<file path="config.mk">
export PLATFORM = sky130hd
export DESIGN_NAME = frm_fault_mgr
export DESIGN_NICKNAME = d
export VERILOG_FILES = /design/src/hdl/frm_pkg.sv /design/src/hdl/frm_fault_mgr.sv
export SDC_FILE = /design/constraint.sdc
export NUM_CORES = 1
export LEC_CHECK = 0
export ABC_AREA = 1
export BUFFER_PORTS_ARGS = -buffer_cell sky130_fd_sc_hd__clkbuf_2
export CAP_MARGIN = 20
export CELL_PAD_IN_SITES_DETAIL_PLACEMENT = 0
export CELL_PAD_IN_SITES_GLOBAL_PLACEMENT = 1
export CORE_ASPECT_RATIO = 0.7
export CORE_MARGIN = 5
export CORE_UTILIZATION = 30
export CTS_BUF_LIST = sky130_fd_sc_hd__clkbuf_4 sky130_fd_sc_hd__clkbuf_8 sky130_fd_sc_hd__clkbuf_16
export DETAILED_ROUTE_END_ITERATION = 16
export HOLD_SLACK_MARGIN = 0.08
export PLACE_DENSITY_LB_ADDON = 0.12
export RECOVER_POWER = 50
export SETUP_SLACK_MARGIN = 0.2
export SKIP_CTS_REPAIR_TIMING = 1
export SLEW_MARGIN = 20
export SYNTH_ARGS = -nofsm -noshare
export SYNTH_HDL_FRONTEND = slang
export SYNTH_SLANG_ARGS = --single-unit
</file>
<file path="constraint.sdc">
create_clock -name clock -period 11.63 [get_ports clock]
set_input_delay 1.163 -clock clock [delete_from_list [all_inputs] [get_ports clock]]
set_output_delay 1.163 -clock clock [all_outputs]
set_load 0.005 [all_outputs]
</file>
<file path="src/hdl/frm_pkg.sv">
// Constants and types of the fault response manager
`default_nettype none
package frm_pkg;
    // Timing, clock period 8 ns
    localparam int          CLK_NS       = 8;
    localparam int          SYNC_LOW_NS  = 500;
    localparam int          TB_PER_NS    = 10000;
    localparam int          TB_LOW_NS    = 1000;
    localparam logic [15:0] SYNC_LOW_CYC =
        16'((SYNC_LOW_NS + CLK_NS - 1) / CLK_NS);
    localparam logic [15:0] TB_PER_CYC   = 16'(TB_PER_NS / CLK_NS);
    localparam logic [15:0] TB_LOW_CYC   =
        16'((TB_LOW_NS + CLK_NS - 1) / CLK_NS);
    // Register byte offsets
    localparam logic [5:0]  A_CTRL    = 6'h00;
    localparam logic [5:0]  A_FLAGSEL = 6'h04;
    localparam logic [5:0]  A_RETRY   = 6'h08;
    localparam logic [5:0]  A_STATUS  = 6'h0c;
    localparam logic [5:0]  A_CLEAR   = 6'h10;
    localparam logic [5:0]  A_PEAK0   = 6'h14;
    localparam logic [5:0]  A_PEAK1   = 6'h18;
    localparam logic [5:0]  A_LOG     = 6'h1c;
    localparam logic [5:0]  A_SYNCPER = 6'h20;
    // Control fields and reset values
    localparam int          CT_LOG     = 0;
    localparam int          CT_SYNC    = 5;
    localparam int          CT_TB      = 6;
    localparam logic [6:0]  CTRL_RST   = 7'h6b;
    localparam logic [11:0] FSEL_RST   = 12'hfff;
    localparam logic [15:0] RETRY_RST  = 16'h000a;
    localparam logic [15:0] SPER_RST   = 16'h00fa;
    // Fault classes: ov, uv, oc, ot, timing, peak oc
    localparam int          FC_OV      = 0;
    // Fault responses
    localparam logic [1:0]  RSP_IGNORE = 2'h0;
    localparam logic [1:0]  RSP_RETRY  = 2'h2;
    // Synchronised input positions
    localparam int          AI_FLAG = 12;
    localparam int          AI_T85  = 16;
    localparam int          AI_T130 = 17;
    localparam int          AI_T120 = 18;
    localparam int          AI_SYNC = 19;
    localparam int          AI_TB   = 20;
    localparam int          NAS     = 21;
    // Synchroniser reset: idle level of every outside input
    localparam logic [NAS-1:0] SYNC_IDLE = 21'h1cf000;

    typedef enum logic [2:0] {
        CH_RUN   = 3'b001,
        CH_LATCH = 3'b010,
        CH_RETRY = 3'b100
    } frm_ch_st_t;

    typedef struct packed {
        frm_ch_st_t  st;
        logic [15:0] rcnt;
        logic [15:0] peak;
        logic        top;
        logic        bot;
        logic        flag_oe_n;
        logic [2:0]  fhist;
        logic        run_oe_n;
    } frm_ch_t;

    typedef struct packed {
        logic           read;
        logic           write;
        logic [5:0]     address;
        logic [31:0]    writedata;
    } frm_avm_t;

    typedef struct packed {
        logic [NAS-1:0] s1;
        logic [NAS-1:0] s2;
        logic           tb_d;
        logic [6:0]     ctrl;
        logic [11:0]    flagsel;
        logic [15:0]    retry;
        logic [15:0]    syncper;
        frm_ch_t [1:0]  ch;
        logic [15:0]    scnt;
        logic           sync_oe_n;
        logic [15:0]    tcnt;
        logic           tb_oe_n;
        logic           nvm_block;
        logic           nvm_grant;
        logic           log_valid;
        logic [6:0]     log_cls;
        logic           log_ch;
        logic [15:0]    log_peak;
        logic           wait_r;
        logic [31:0]    rdata;
        logic           od_zero;
    } frm_state_t;
endpackage : frm_pkg
`default_nettype wire

</file>
<file path="src/hdl/frm_fault_mgr.sv">
// Fault response manager of a dual-channel step-down controller
`timescale 1ns/100ps
`default_nettype none
module frm_fault_mgr
    import frm_pkg::*;
(
    // Clock and reset
    input  wire logic        clock,
    input  wire logic        rst,
    // Register bus
    input  wire frm_avm_t    avm,
    output var  logic [31:0] avm_readdata,
    output var  logic        avm_waitrequest,
    // Fault sources and telemetry
    input  wire logic [5:0]  fault_class_ch0,
    input  wire logic [5:0]  fault_class_ch1,
    input  wire logic [15:0] meas_ch0,
    input  wire logic [15:0] meas_ch1,
    input  wire logic [1:0]  pwm_top,
    // Die temperature comparators
    input  wire logic        temp_over_85,
    input  wire logic        temp_over_130,
    input  wire logic        temp_below_120,
    // Memory access gate
    input  wire logic        nvm_req,
    output var  logic        nvm_grant,
    // Gate drives
    output var  logic [1:0]  top_gate_drive,
    output var  logic [1:0]  bottom_gate_drive,
    // Open-drain shared lines
    input  wire logic [1:0]  fault_flag_pin_in,
    output var  logic [1:0]  fault_flag_pin_out,
    output var  logic [1:0]  fault_flag_pin_oe_n,
    input  wire logic [1:0]  channel_run_pin_in,
    output var  logic [1:0]  channel_run_pin_out,
    output var  logic [1:0]  channel_run_pin_oe_n,
    input  wire logic        sync_pin_in,
    output var  logic        sync_pin_out,
    output var  logic        sync_pin_oe_n,
    input  wire logic        timebase_pin_in,
    output var  logic        timebase_pin_out,
    output var  logic        timebase_pin_oe_n
);

    frm_state_t       st_r;
    frm_state_t       st_nxt;
    logic [NAS-1:0]   async_in;
    logic [1:0][5:0]  cls;
    logic [1:0][5:0]  fsel;
    logic [1:0][1:0]  resp;
    logic [1:0][15:0] meas;
    logic [1:0]       ext;
    logic [1:0]       run;
    logic             wr_go;
    logic [3:0]       clr;
    logic             tick;
    logic [15:0]      tb_next;
    logic [15:0]      sy_next;

    // Gather the fault, pin and temperature levels for the two-stage synchroniser
    assign async_in = {timebase_pin_in, sync_pin_in, temp_below_120,
                       temp_over_130, temp_over_85, channel_run_pin_in,
                       fault_flag_pin_in, fault_class_ch1,
                       fault_class_ch0};

    // Decoded views of synchronised inputs and settings
    assign cls  = st_r.s2[11:0];
    assign fsel = st_r.flagsel;
    assign resp = {st_r.ctrl[4:3], st_r.ctrl[2:1]};
    assign meas = {meas_ch1, meas_ch0};
    assign run  = st_r.s2[15:14];
    // Own release must settle before a low is taken as foreign
    assign ext[0] = !st_r.s2[AI_FLAG] && (&st_r.ch[0].fhist);
    assign ext[1] = !st_r.s2[AI_FLAG+1] && (&st_r.ch[1].fhist);
    // Write completes on the cycle waitrequest is low
    assign wr_go = avm.write && !st_r.wait_r;
    assign clr   = (wr_go && avm.address == A_CLEAR) ?
                   avm.writedata[3:0] : 4'h0;
    // Retry timing follows falling edges of the shared timebase line
    assign tick  = st_r.tb_d && !st_r.s2[AI_TB];
    assign tb_next = (st_r.tcnt == TB_PER_CYC - 16'h1) ?
                     16'h0 : st_r.tcnt + 16'h1;
    assign sy_next = (st_r.scnt >= st_r.syncper - 16'h1) ?
                     16'h0 : st_r.scnt + 16'h1;

    // Next-state logic for the whole block
    always_comb
    begin
        st_nxt         = st_r;
        st_nxt.s1      = async_in;
        st_nxt.s2      = st_r.s1;
        st_nxt.tb_d    = st_r.s2[AI_TB];
        st_nxt.od_zero = 1'b0;
        st_nxt.wait_r  = 1'b1;
        st_nxt.rdata   = 32'h0;

        // Bus slave: answer one cycle after a request appears
        if ((avm.read || avm.write) && st_r.wait_r)
        begin
            st_nxt.wait_r = 1'b0;
            if (avm.read)
            begin
                case (avm.address)
                    A_CTRL:    st_nxt.rdata = {25'h0, st_r.ctrl};
                    A_FLAGSEL: st_nxt.rdata = {20'h0, st_r.flagsel};
                    A_RETRY:   st_nxt.rdata = {16'h0, st_r.retry};
                    A_STATUS:  st_nxt.rdata = {21'h0,
                        st_r.s2[AI_TB], st_r.s2[AI_SYNC],
                        st_r.log_valid, st_r.s2[AI_T85],
                        st_r.nvm_block,
                        st_r.ch[1].st == CH_RUN && run[1],
                        st_r.ch[0].st == CH_RUN && run[0],
                        st_r.ch[1].st == CH_RETRY,
                        st_r.ch[0].st == CH_RETRY,
                        st_r.ch[1].st == CH_LATCH,
                        st_r.ch[0].st == CH_LATCH};
                    A_PEAK0:   st_nxt.rdata = {16'h0, st_r.ch[0].peak};
                    A_PEAK1:   st_nxt.rdata = {16'h0, st_r.ch[1].peak};
                    A_LOG:     st_nxt.rdata = {st_r.log_peak, 8'h0,
                                   st_r.log_ch, st_r.log_cls};
                    A_SYNCPER: st_nxt.rdata = {16'h0, st_r.syncper};
                    default:   st_nxt.rdata = 32'h0;
                endcase
            end
        end

        // Register writes
        if (wr_go)
        begin
            case (avm.address)
                A_CTRL:    st_nxt.ctrl    = avm.writedata[6:0];
                A_FLAGSEL: st_nxt.flagsel = avm.writedata[11:0];
                A_RETRY:   st_nxt.retry   = avm.writedata[15:0];
                A_SYNCPER: st_nxt.syncper = avm.writedata[15:0];
                default:   st_nxt.ctrl    = st_r.ctrl;
            endcase
        end

        // Log flag: a new capture wins over a clear
        if (clr[2])
            st_nxt.log_valid = 1'b0;

        // Per-channel fault handling
        for (int i = 0; i < 2; i++)
        begin
            st_nxt.ch[i].fhist = {st_r.ch[i].fhist[1:0],
                                  st_r.ch[i].flag_oe_n};
            st_nxt.ch[i].flag_oe_n = ~|(cls[i] & fsel[i]);
            // Running peak, restarted by a clear
            if (clr[3] || meas[i] > st_r.ch[i].peak)
                st_nxt.ch[i].peak = meas[i];
            case (st_r.ch[i].st)
                CH_RUN:
                begin
                    if ((|cls[i] || ext[i]) && resp[i] != RSP_IGNORE)
                    begin
                        st_nxt.ch[i].rcnt = 16'h0;
                        st_nxt.ch[i].st = (resp[i] == RSP_RETRY) ?
                                          CH_RETRY : CH_LATCH;
                        if (st_r.ctrl[CT_LOG] && run[i])
                        begin
                            st_nxt.log_valid = 1'b1;
                            st_nxt.log_cls   = {ext[i], cls[i]};
                            st_nxt.log_ch    = 1'(i);
                            st_nxt.log_peak  = st_r.ch[i].peak;
                        end
                    end
                end
                CH_LATCH:
                begin
                    // Only a run-pin low or a clear re-arms
                    if (clr[i] || !run[i])
                        st_nxt.ch[i].st = CH_RUN;
                end
                CH_RETRY:
                begin
                    if (st_r.ch[i].rcnt >= st_r.retry)
                        st_nxt.ch[i].st = CH_RUN;
                    else if (tick)
                        st_nxt.ch[i].rcnt = st_r.ch[i].rcnt + 16'h1;
                end
                default:
                    st_nxt.ch[i].st = CH_RUN;
            endcase
            // Hold partners down while waiting to retry
            st_nxt.ch[i].run_oe_n = st_nxt.ch[i].st != CH_RETRY;
            // Overvoltage overrides every response
            st_nxt.ch[i].top = pwm_top[i] && !cls[i][FC_OV] &&
                st_nxt.ch[i].st == CH_RUN && run[i];
            st_nxt.ch[i].bot = cls[i][FC_OV] || (!pwm_top[i] &&
                st_nxt.ch[i].st == CH_RUN && run[i]);
        end

        // Sync line: one low pulse per switching period
        if (st_r.ctrl[CT_SYNC])
        begin
            st_nxt.scnt      = sy_next;
            st_nxt.sync_oe_n = !(sy_next < SYNC_LOW_CYC);
        end
        else
        begin
            // Park at period end so enabling starts a full pulse
            st_nxt.scnt      = st_r.syncper - 16'h1;
            st_nxt.sync_oe_n = 1'b1;
        end

        // Shared timebase line
        if (st_r.ctrl[CT_TB])
        begin
            st_nxt.tcnt    = tb_next;
            st_nxt.tb_oe_n = !(tb_next < TB_LOW_CYC);
        end
        else
        begin
            st_nxt.tcnt    = TB_PER_CYC - 16'h1;
            st_nxt.tb_oe_n = 1'b1;
        end

        // Memory access block with hysteresis
        if (st_r.s2[AI_T130])
            st_nxt.nvm_block = 1'b1;
        else if (st_r.s2[AI_T120])
            st_nxt.nvm_block = 1'b0;
        st_nxt.nvm_grant = nvm_req && !st_nxt.nvm_block;
    end

    // State register
    always_ff @(posedge clock or posedge rst)
    begin
        if (rst)
        begin
            st_r         <= '0;
            st_r.s1      <= SYNC_IDLE; // No false fault after reset
            st_r.s2      <= SYNC_IDLE;
            st_r.tb_d    <= 1'b1;
            st_r.ctrl    <= CTRL_RST;
            st_r.flagsel <= FSEL_RST;
            st_r.retry   <= RETRY_RST;
            st_r.syncper <= SPER_RST;
            st_r.ch[0].st        <= CH_RUN;
            st_r.ch[1].st        <= CH_RUN;
            st_r.ch[0].flag_oe_n <= 1'b1;
            st_r.ch[1].flag_oe_n <= 1'b1;
            st_r.ch[0].fhist     <= 3'h7;
            st_r.ch[1].fhist     <= 3'h7;
            st_r.ch[0].run_oe_n  <= 1'b1;
            st_r.ch[1].run_oe_n  <= 1'b1;
            st_r.sync_oe_n <= 1'b1;
            st_r.tb_oe_n   <= 1'b1;
            st_r.scnt      <= SPER_RST - 16'h1; // First pulse full
            st_r.tcnt      <= TB_PER_CYC - 16'h1;
            st_r.wait_r    <= 1'b1;
        end
        else
            st_r <= st_nxt;
    end

    // Outputs straight from the state register
    assign avm_readdata         = st_r.rdata;
    assign avm_waitrequest      = st_r.wait_r;
    assign nvm_grant            = st_r.nvm_grant;
    assign top_gate_drive       = {st_r.ch[1].top, st_r.ch[0].top};
    assign bottom_gate_drive    = {st_r.ch[1].bot, st_r.ch[0].bot};
    assign fault_flag_pin_out   = {2{st_r.od_zero}};
    assign fault_flag_pin_oe_n  = {st_r.ch[1].flag_oe_n,
                                   st_r.ch[0].flag_oe_n};
    assign channel_run_pin_out  = {2{st_r.od_zero}};
    assign channel_run_pin_oe_n = {st_r.ch[1].run_oe_n,
                                   st_r.ch[0].run_oe_n};
    assign sync_pin_out         = st_r.od_zero;
    assign sync_pin_oe_n        = st_r.sync_oe_n;
    assign timebase_pin_out     = st_r.od_zero;
    assign timebase_pin_oe_n    = st_r.tb_oe_n;
endmodule : frm_fault_mgr
`default_nettype wire

</file>
* Yosys cells after proc, flatten, opt, wreduce, memory -nomap -nowiden *
Index checks and enable logic that the tools add are counted.

word-level totals
  flip-flop bits (word level) = 272
  input bits = 98
  output and inout bits = 50
  word-level logic and storage cells = 173

operators by class
  eq/ne operators = 27
  order comparisons = 7
  add/sub/neg operators = 5
  bitwise logic cells = 2
  muxes and demuxes = 33
  reduce and logical (&&, ||, !) cells = 64

operators with widths
  operator               number
  $pmux 32 s8            1
  $mux 25                6
  $mux 16                6
  $add 16x1->16 const B  4
  $pmux 16 s2            2
  $ge 16x16->1           3
  $mux 19                2
  $mux 17                2
  $mux 33                1
  $gt 16x16->1           2
  $mux 32                1
  $eq 6x5->1 const B     4
  $reduce_or 6->1        4
  $logic_and 1x1->1      23
  $mux 3                 6
  $pmux 3 s3             2
  $eq 16x11->1 const B   1
  $lt 16x6->1 const B    1
  $lt 16x7->1 const B    1
  $sub 16x1->16 const B  1
  $logic_not 1->1        15
  $and 6x6->6            2
  $eq 3x1->1 const B     4
  $eq 6x4->1 const B     2
  16 further kinds       42

* Longest topological paths before layout *
  depth after elaboration = 11
  mapped depth = 22

* Worst setup path after synthesis *
Ideal clock, no wire load.

  path type = register to register
  start point = reg st_r[179] (netlist name)
  end point = reg st_r[80] (netlist name)
  setup time = 0.135 ns
  stages on the path, launching flop included = 21
  path buffers = 1
  data required time = 11.495 ns
  data arrival time = 2.591 ns
  slack = 8.904 ns
  cells stage by stage = dfrtp_1 inv_1 ha_1 nand4_2 nor2_1 nand2_1 nor2_1 nand2_1 nor2_1 nand3_1 nand2_1 inv_1 ha_1 nand4_1 nor2_1 nand3_1 inv_1 nor2_2 buf_4 nand3_1 o21ai_0

RTL lines
  item                      line                  text
  start: declaration        frm_fault_mgr.sv:45   frm_state_t st_r;
  start signal: assignment  frm_fault_mgr.sv:255  st_r <= st_nxt;

==> flow_summary.rst <==
.. list-table::
   :header-rows: 1

   * - Metric
     - Value
   * - Synth warn
     - 0
   * - Core Rows
     - 67
   * - Layout cell share with drive strength beyond 1
     - 15.5%
   * - Drc violations
     - 0
   * - Clock network fraction of total power
     - 33.1%
   * - CP Data Required Time
     - 12.29 ns
   * - Yosys top cell area share
     - 35.0%
   * - Leading post-synthesis cells by cell area
     - dfrtp_1 (35%), dfstp_2 (12%), nand2_1 (9.3%), ha_1 (7.3%), inv_1 (5.3%)
   * - Clock root cell
     - clkbuf_16
   * - Number of nets with antenna violations after routing
     - 0
   * - Library cell with the largest summed area after synthesis
     - dfrtp_1
   * - Classification of the worst setup path
     - primary input to async pin
   * - Final Net Count
     - 2,006
   * - Worst Clk Skew
     - 0.0285 ns
   * - Period utilisation layout
     - 36.1%
   * - Post-route total power
     - 0.00322 W
   * - Flops & latches, synth
     - 272
   * - Share of async-settable or async-resettable flops after synthesis
     - 100%
   * - IR Drop Worst-Case VDD
     - 0.0000983 V
   * - H-tree depth
     - 1
   * - Fraction of power spent switching nets
     - 36.1%
   * - 1st-iter DRT viols
     - 761
   * - Largest net degree at the start of global routing
     - 169
   * - Average size of a mapped cell
     - 8.43 µm²
   * - Top-level I/O count
     - 148
   * - Outcome
     - finished, violations left
   * - Max-cap violation count
     - 2
   * - N_diodes
     - 0
   * - Number of antenna violations at the first check in global routing
     - 1
   * - Number of inserted filler cells in the final layout
     - 5,082
   * - Area growth from synthesis to final layout
     - 13.6%
   * - Area of the mapped netlist
     - 14,700 µm²
   * - Setup repair after global routing missed its margin
     - false
   * - First-pass GRT wire length
     - 72.1 mm
   * - Routability congestion estimate
     - 0.832
   * - Violations in the final reports
     - max-capacitance violations, max-slew violations
   * - Via count
     - 11.7k
   * - CP Data Arrival Time
     - 4.86 ns
   * - GRT Util Overall
     - 17.5%
   * - TritonCTS clock tree
     - built
   * - Slew HR
     - -216%
   * - Standard cell core area
     - 48,200 µm²
   * - Final setup violation count
     - 0
   * - Portion of the post-synthesis area used by sequential elements
     - 46.8%
   * - Port Buffers
     - 125
   * - Final Cell Area
     - 16,700 µm²
   * - Area used by sequential logic in the layout
     - 6890 µm²
   * - Leakage power summed over all cells
     - 7.82 nW
   * - Switching power of the nets
     - 0.00116 W
   * - Number of synthesized flops with an enable pin
     - 0
   * - Share of total power in combinational logic
     - 28.6%
   * - Final critical delay including setup and external delays
     - 4.20 ns
   * - Actual transition at the worst max-transition pin
     - 4.71 ns
   * - Vias per cell
     - 4.69
   * - Final total negative setup slack
     - 0 ns
   * - Number of distinct library cell variants in the gate-level netlist after synthesis
     - 55
   * - Worst Hold Path Cells
     - 0
   * - Die footprint
     - 53,700 µm²
   * - Inserted Clock Buffers
     - 31
   * - Total area of multi-input combinational cells
     - 6400 µm²
   * - Critical path fanouts, max
     - 105
   * - Slew Viols, Final
     - 136
   * - Wirelength, routed
     - 47.4 mm
   * - Maximum clock rate
     - 238 MHz
   * - Number of hold violations in the final report
     - 0
   * - Worst-case reg-to-reg path depth
     - 9
   * - Initial Util
     - 30.5%
   * - Average routed wire per standard cell
     - 18.9 µm
   * - Clock-pin slew on the worst setup and hold paths
     - 0.06 ns
   * - Worst-Skew Late Latency
     - 0.59 ns
   * - Buffer depth of the longest clock path
     - 3
   * - Primary flip-flop cell chosen by synthesis mapping
     - dfrtp_1
   * - Post-placement cell area
     - 15,600 µm²
   * - Instance count of the mapped netlist
     - 1,746
   * - GR Overflow Total
     - 0
   * - Sequential share of power
     - 38.2%
   * - Vias in the first global route
     - 11.4k
   * - Half-perimeter wire length after detailed placement
     - 35.9 mm
   * - DIE HEIGHT
     - 195 µm
   * - Cell Int Power
     - 0.00206 W
   * - Type of origin of the critical path
     - primary input
   * - Horizontal die dimension
     - 275 µm
   * - First-pass DRT Iterations
     - 5
   * - Power density normalized to cell area
     - 192 nW/µm²
   * - Sinks on Clock Net
     - 272
   * - Class of the tightest hold or removal check
     - flop to flop
   * - Critical path capture point type
     - async pin
-- synth_stat cells (3+ instances only) --
cell,instances
or2_2,12
buf_2,25
nand2_1,363
xnor2_1,6
nor2_2,11
xor2_1,31
a221oi_1,8
a21oi_1,72
ha_1,86
nand4_1,32
o21bai_1,4
dfstp_2,66
a22oi_1,3
dfrtp_1,206
nor4_1,7
a21o_1,3
nor2_1,123
nor3_1,30
nand3b_1,5
inv_2,12
o21ai_1,88
clkbuf_1,7
nor3_2,4
nand3_2,5
nand2_2,3
o22ai_1,26
o21ai_0,116
inv_1,207
buf_4,55
nor3_4,5
nand3_1,86
a31o_2,4
a31oi_1,3
-- state kept, by name (all words and copies together) (netlist names) --
register	count
fsel	12
channel_run_pin_oe_n	2
nvm_grant	1
st_nxt	26
avm_waitrequest	1
fault_flag_pin_oe_n	2
run	2
avm_readdata	32
st_r	172
bottom_gate_drive	2
cls	12
timebase_pin_oe_n	1
resp	4
top_gate_drive	2
sync_pin_oe_n	1
-- final cells by class --
cell class                      count  share of cell area (%)
Timing Repair Buffer              130                    3.98
Tap cell                          655                    4.90
Inverter                          220                    4.95
Sequential cell                   272                    41.2
Multi-Input combinational cell   1167                    38.3
Clock inverter                     14                    1.14
Clock buffer                       44                    5.56
-- kinds of logic after synthesis --
| logic type | count (synthesis) | synth area share, % |
|---|---|---|
| simple gates | 697 | 21.3 |
| compound gates | 340 | 12.6 |
| buf+inv | 312 | 9.65 |
| flops | 272 | 46.8 |
| fa+ha+maj | 86 | 7.31 |
| xor+xnor | 37 | 2.20 |
| other cells | 1 | 0.0255 |
| mux | 1 | 0.0680 |
-- worst max-delay path, stage by stage --
cell	delay (ns)
clkbuf_2	0.08
clkinvlp_2	2.61
buf_12	0.38
buf_16	0.41
-- cells in the final DEF (no fill, tap or decap), types with 32 or more instances in the layout --
cell type,instances
nand3_1,88
ha_1,86
nand2_1,363
clkbuf_2,104
dfstp_2,59
dfrtp_1,206
a21oi_1,72
o21ai_0,117
nand4_1,32
nor2_1,126
o21ai_1,87
inv_1,206
-- routing by layer --
metal	GRT usage [%]	routed length (µm)
met2	24.0	18600
met4	2.76	748
met1	28.6	25700
met3	3.10	2350
met5	0	0
-- path summary, 6_finish.rpt --
path	from	to	slack, ns
setup / recovery	rst	st_nxt[250]	7.43
hold / removal	st_nxt[245]	run[0]	0.33
setup reg to reg	st_nxt[140]	st_r[39]	7.67
hold reg to reg	st_nxt[245]	run[0]	0.33
max in group clock	st_nxt[140]	st_r[39]	7.67
min in group asynchronous	rst	st_r[145]	2.00
-- power by group through the flow --
| stage | clock network, W | registers, W | logic (W) |
|---|---|---|---|
| after floorplan | 0 | 0.00120 | 0.000707 |
| after global placement | 0 | 0.00125 | 0.000930 |
| after detailed placement | 0 | 0.00125 | 0.000932 |
| after CTS | 0.00110 | 0.00123 | 0.000938 |
| after global routing | 0.00114 | 0.00125 | 0.00108 |
| final | 0.00107 | 0.00123 | 0.000921 |
-- through the flow --
| step | setup WS [ns] | hold WS, ns | util, % | std cells |
|---|---|---|---|---|
| after floorplan | 3.08 | 0.331 | - | 1751 |
| after global placement | 7.74 | 0.335 | 32.5 | 2443 |
| after detailed placement | 7.76 | 0.336 | 32.5 | 2443 |
| after CTS | 7.73 | 0.337 | 34.8 | 2501 |
| after global routing | 6.58 | 0.339 | 34.7 | 2502 |
| final | 7.43 | 0.334 | 34.7 | 2502 |
No activity file was read; power rests on OpenSTA's default activity.
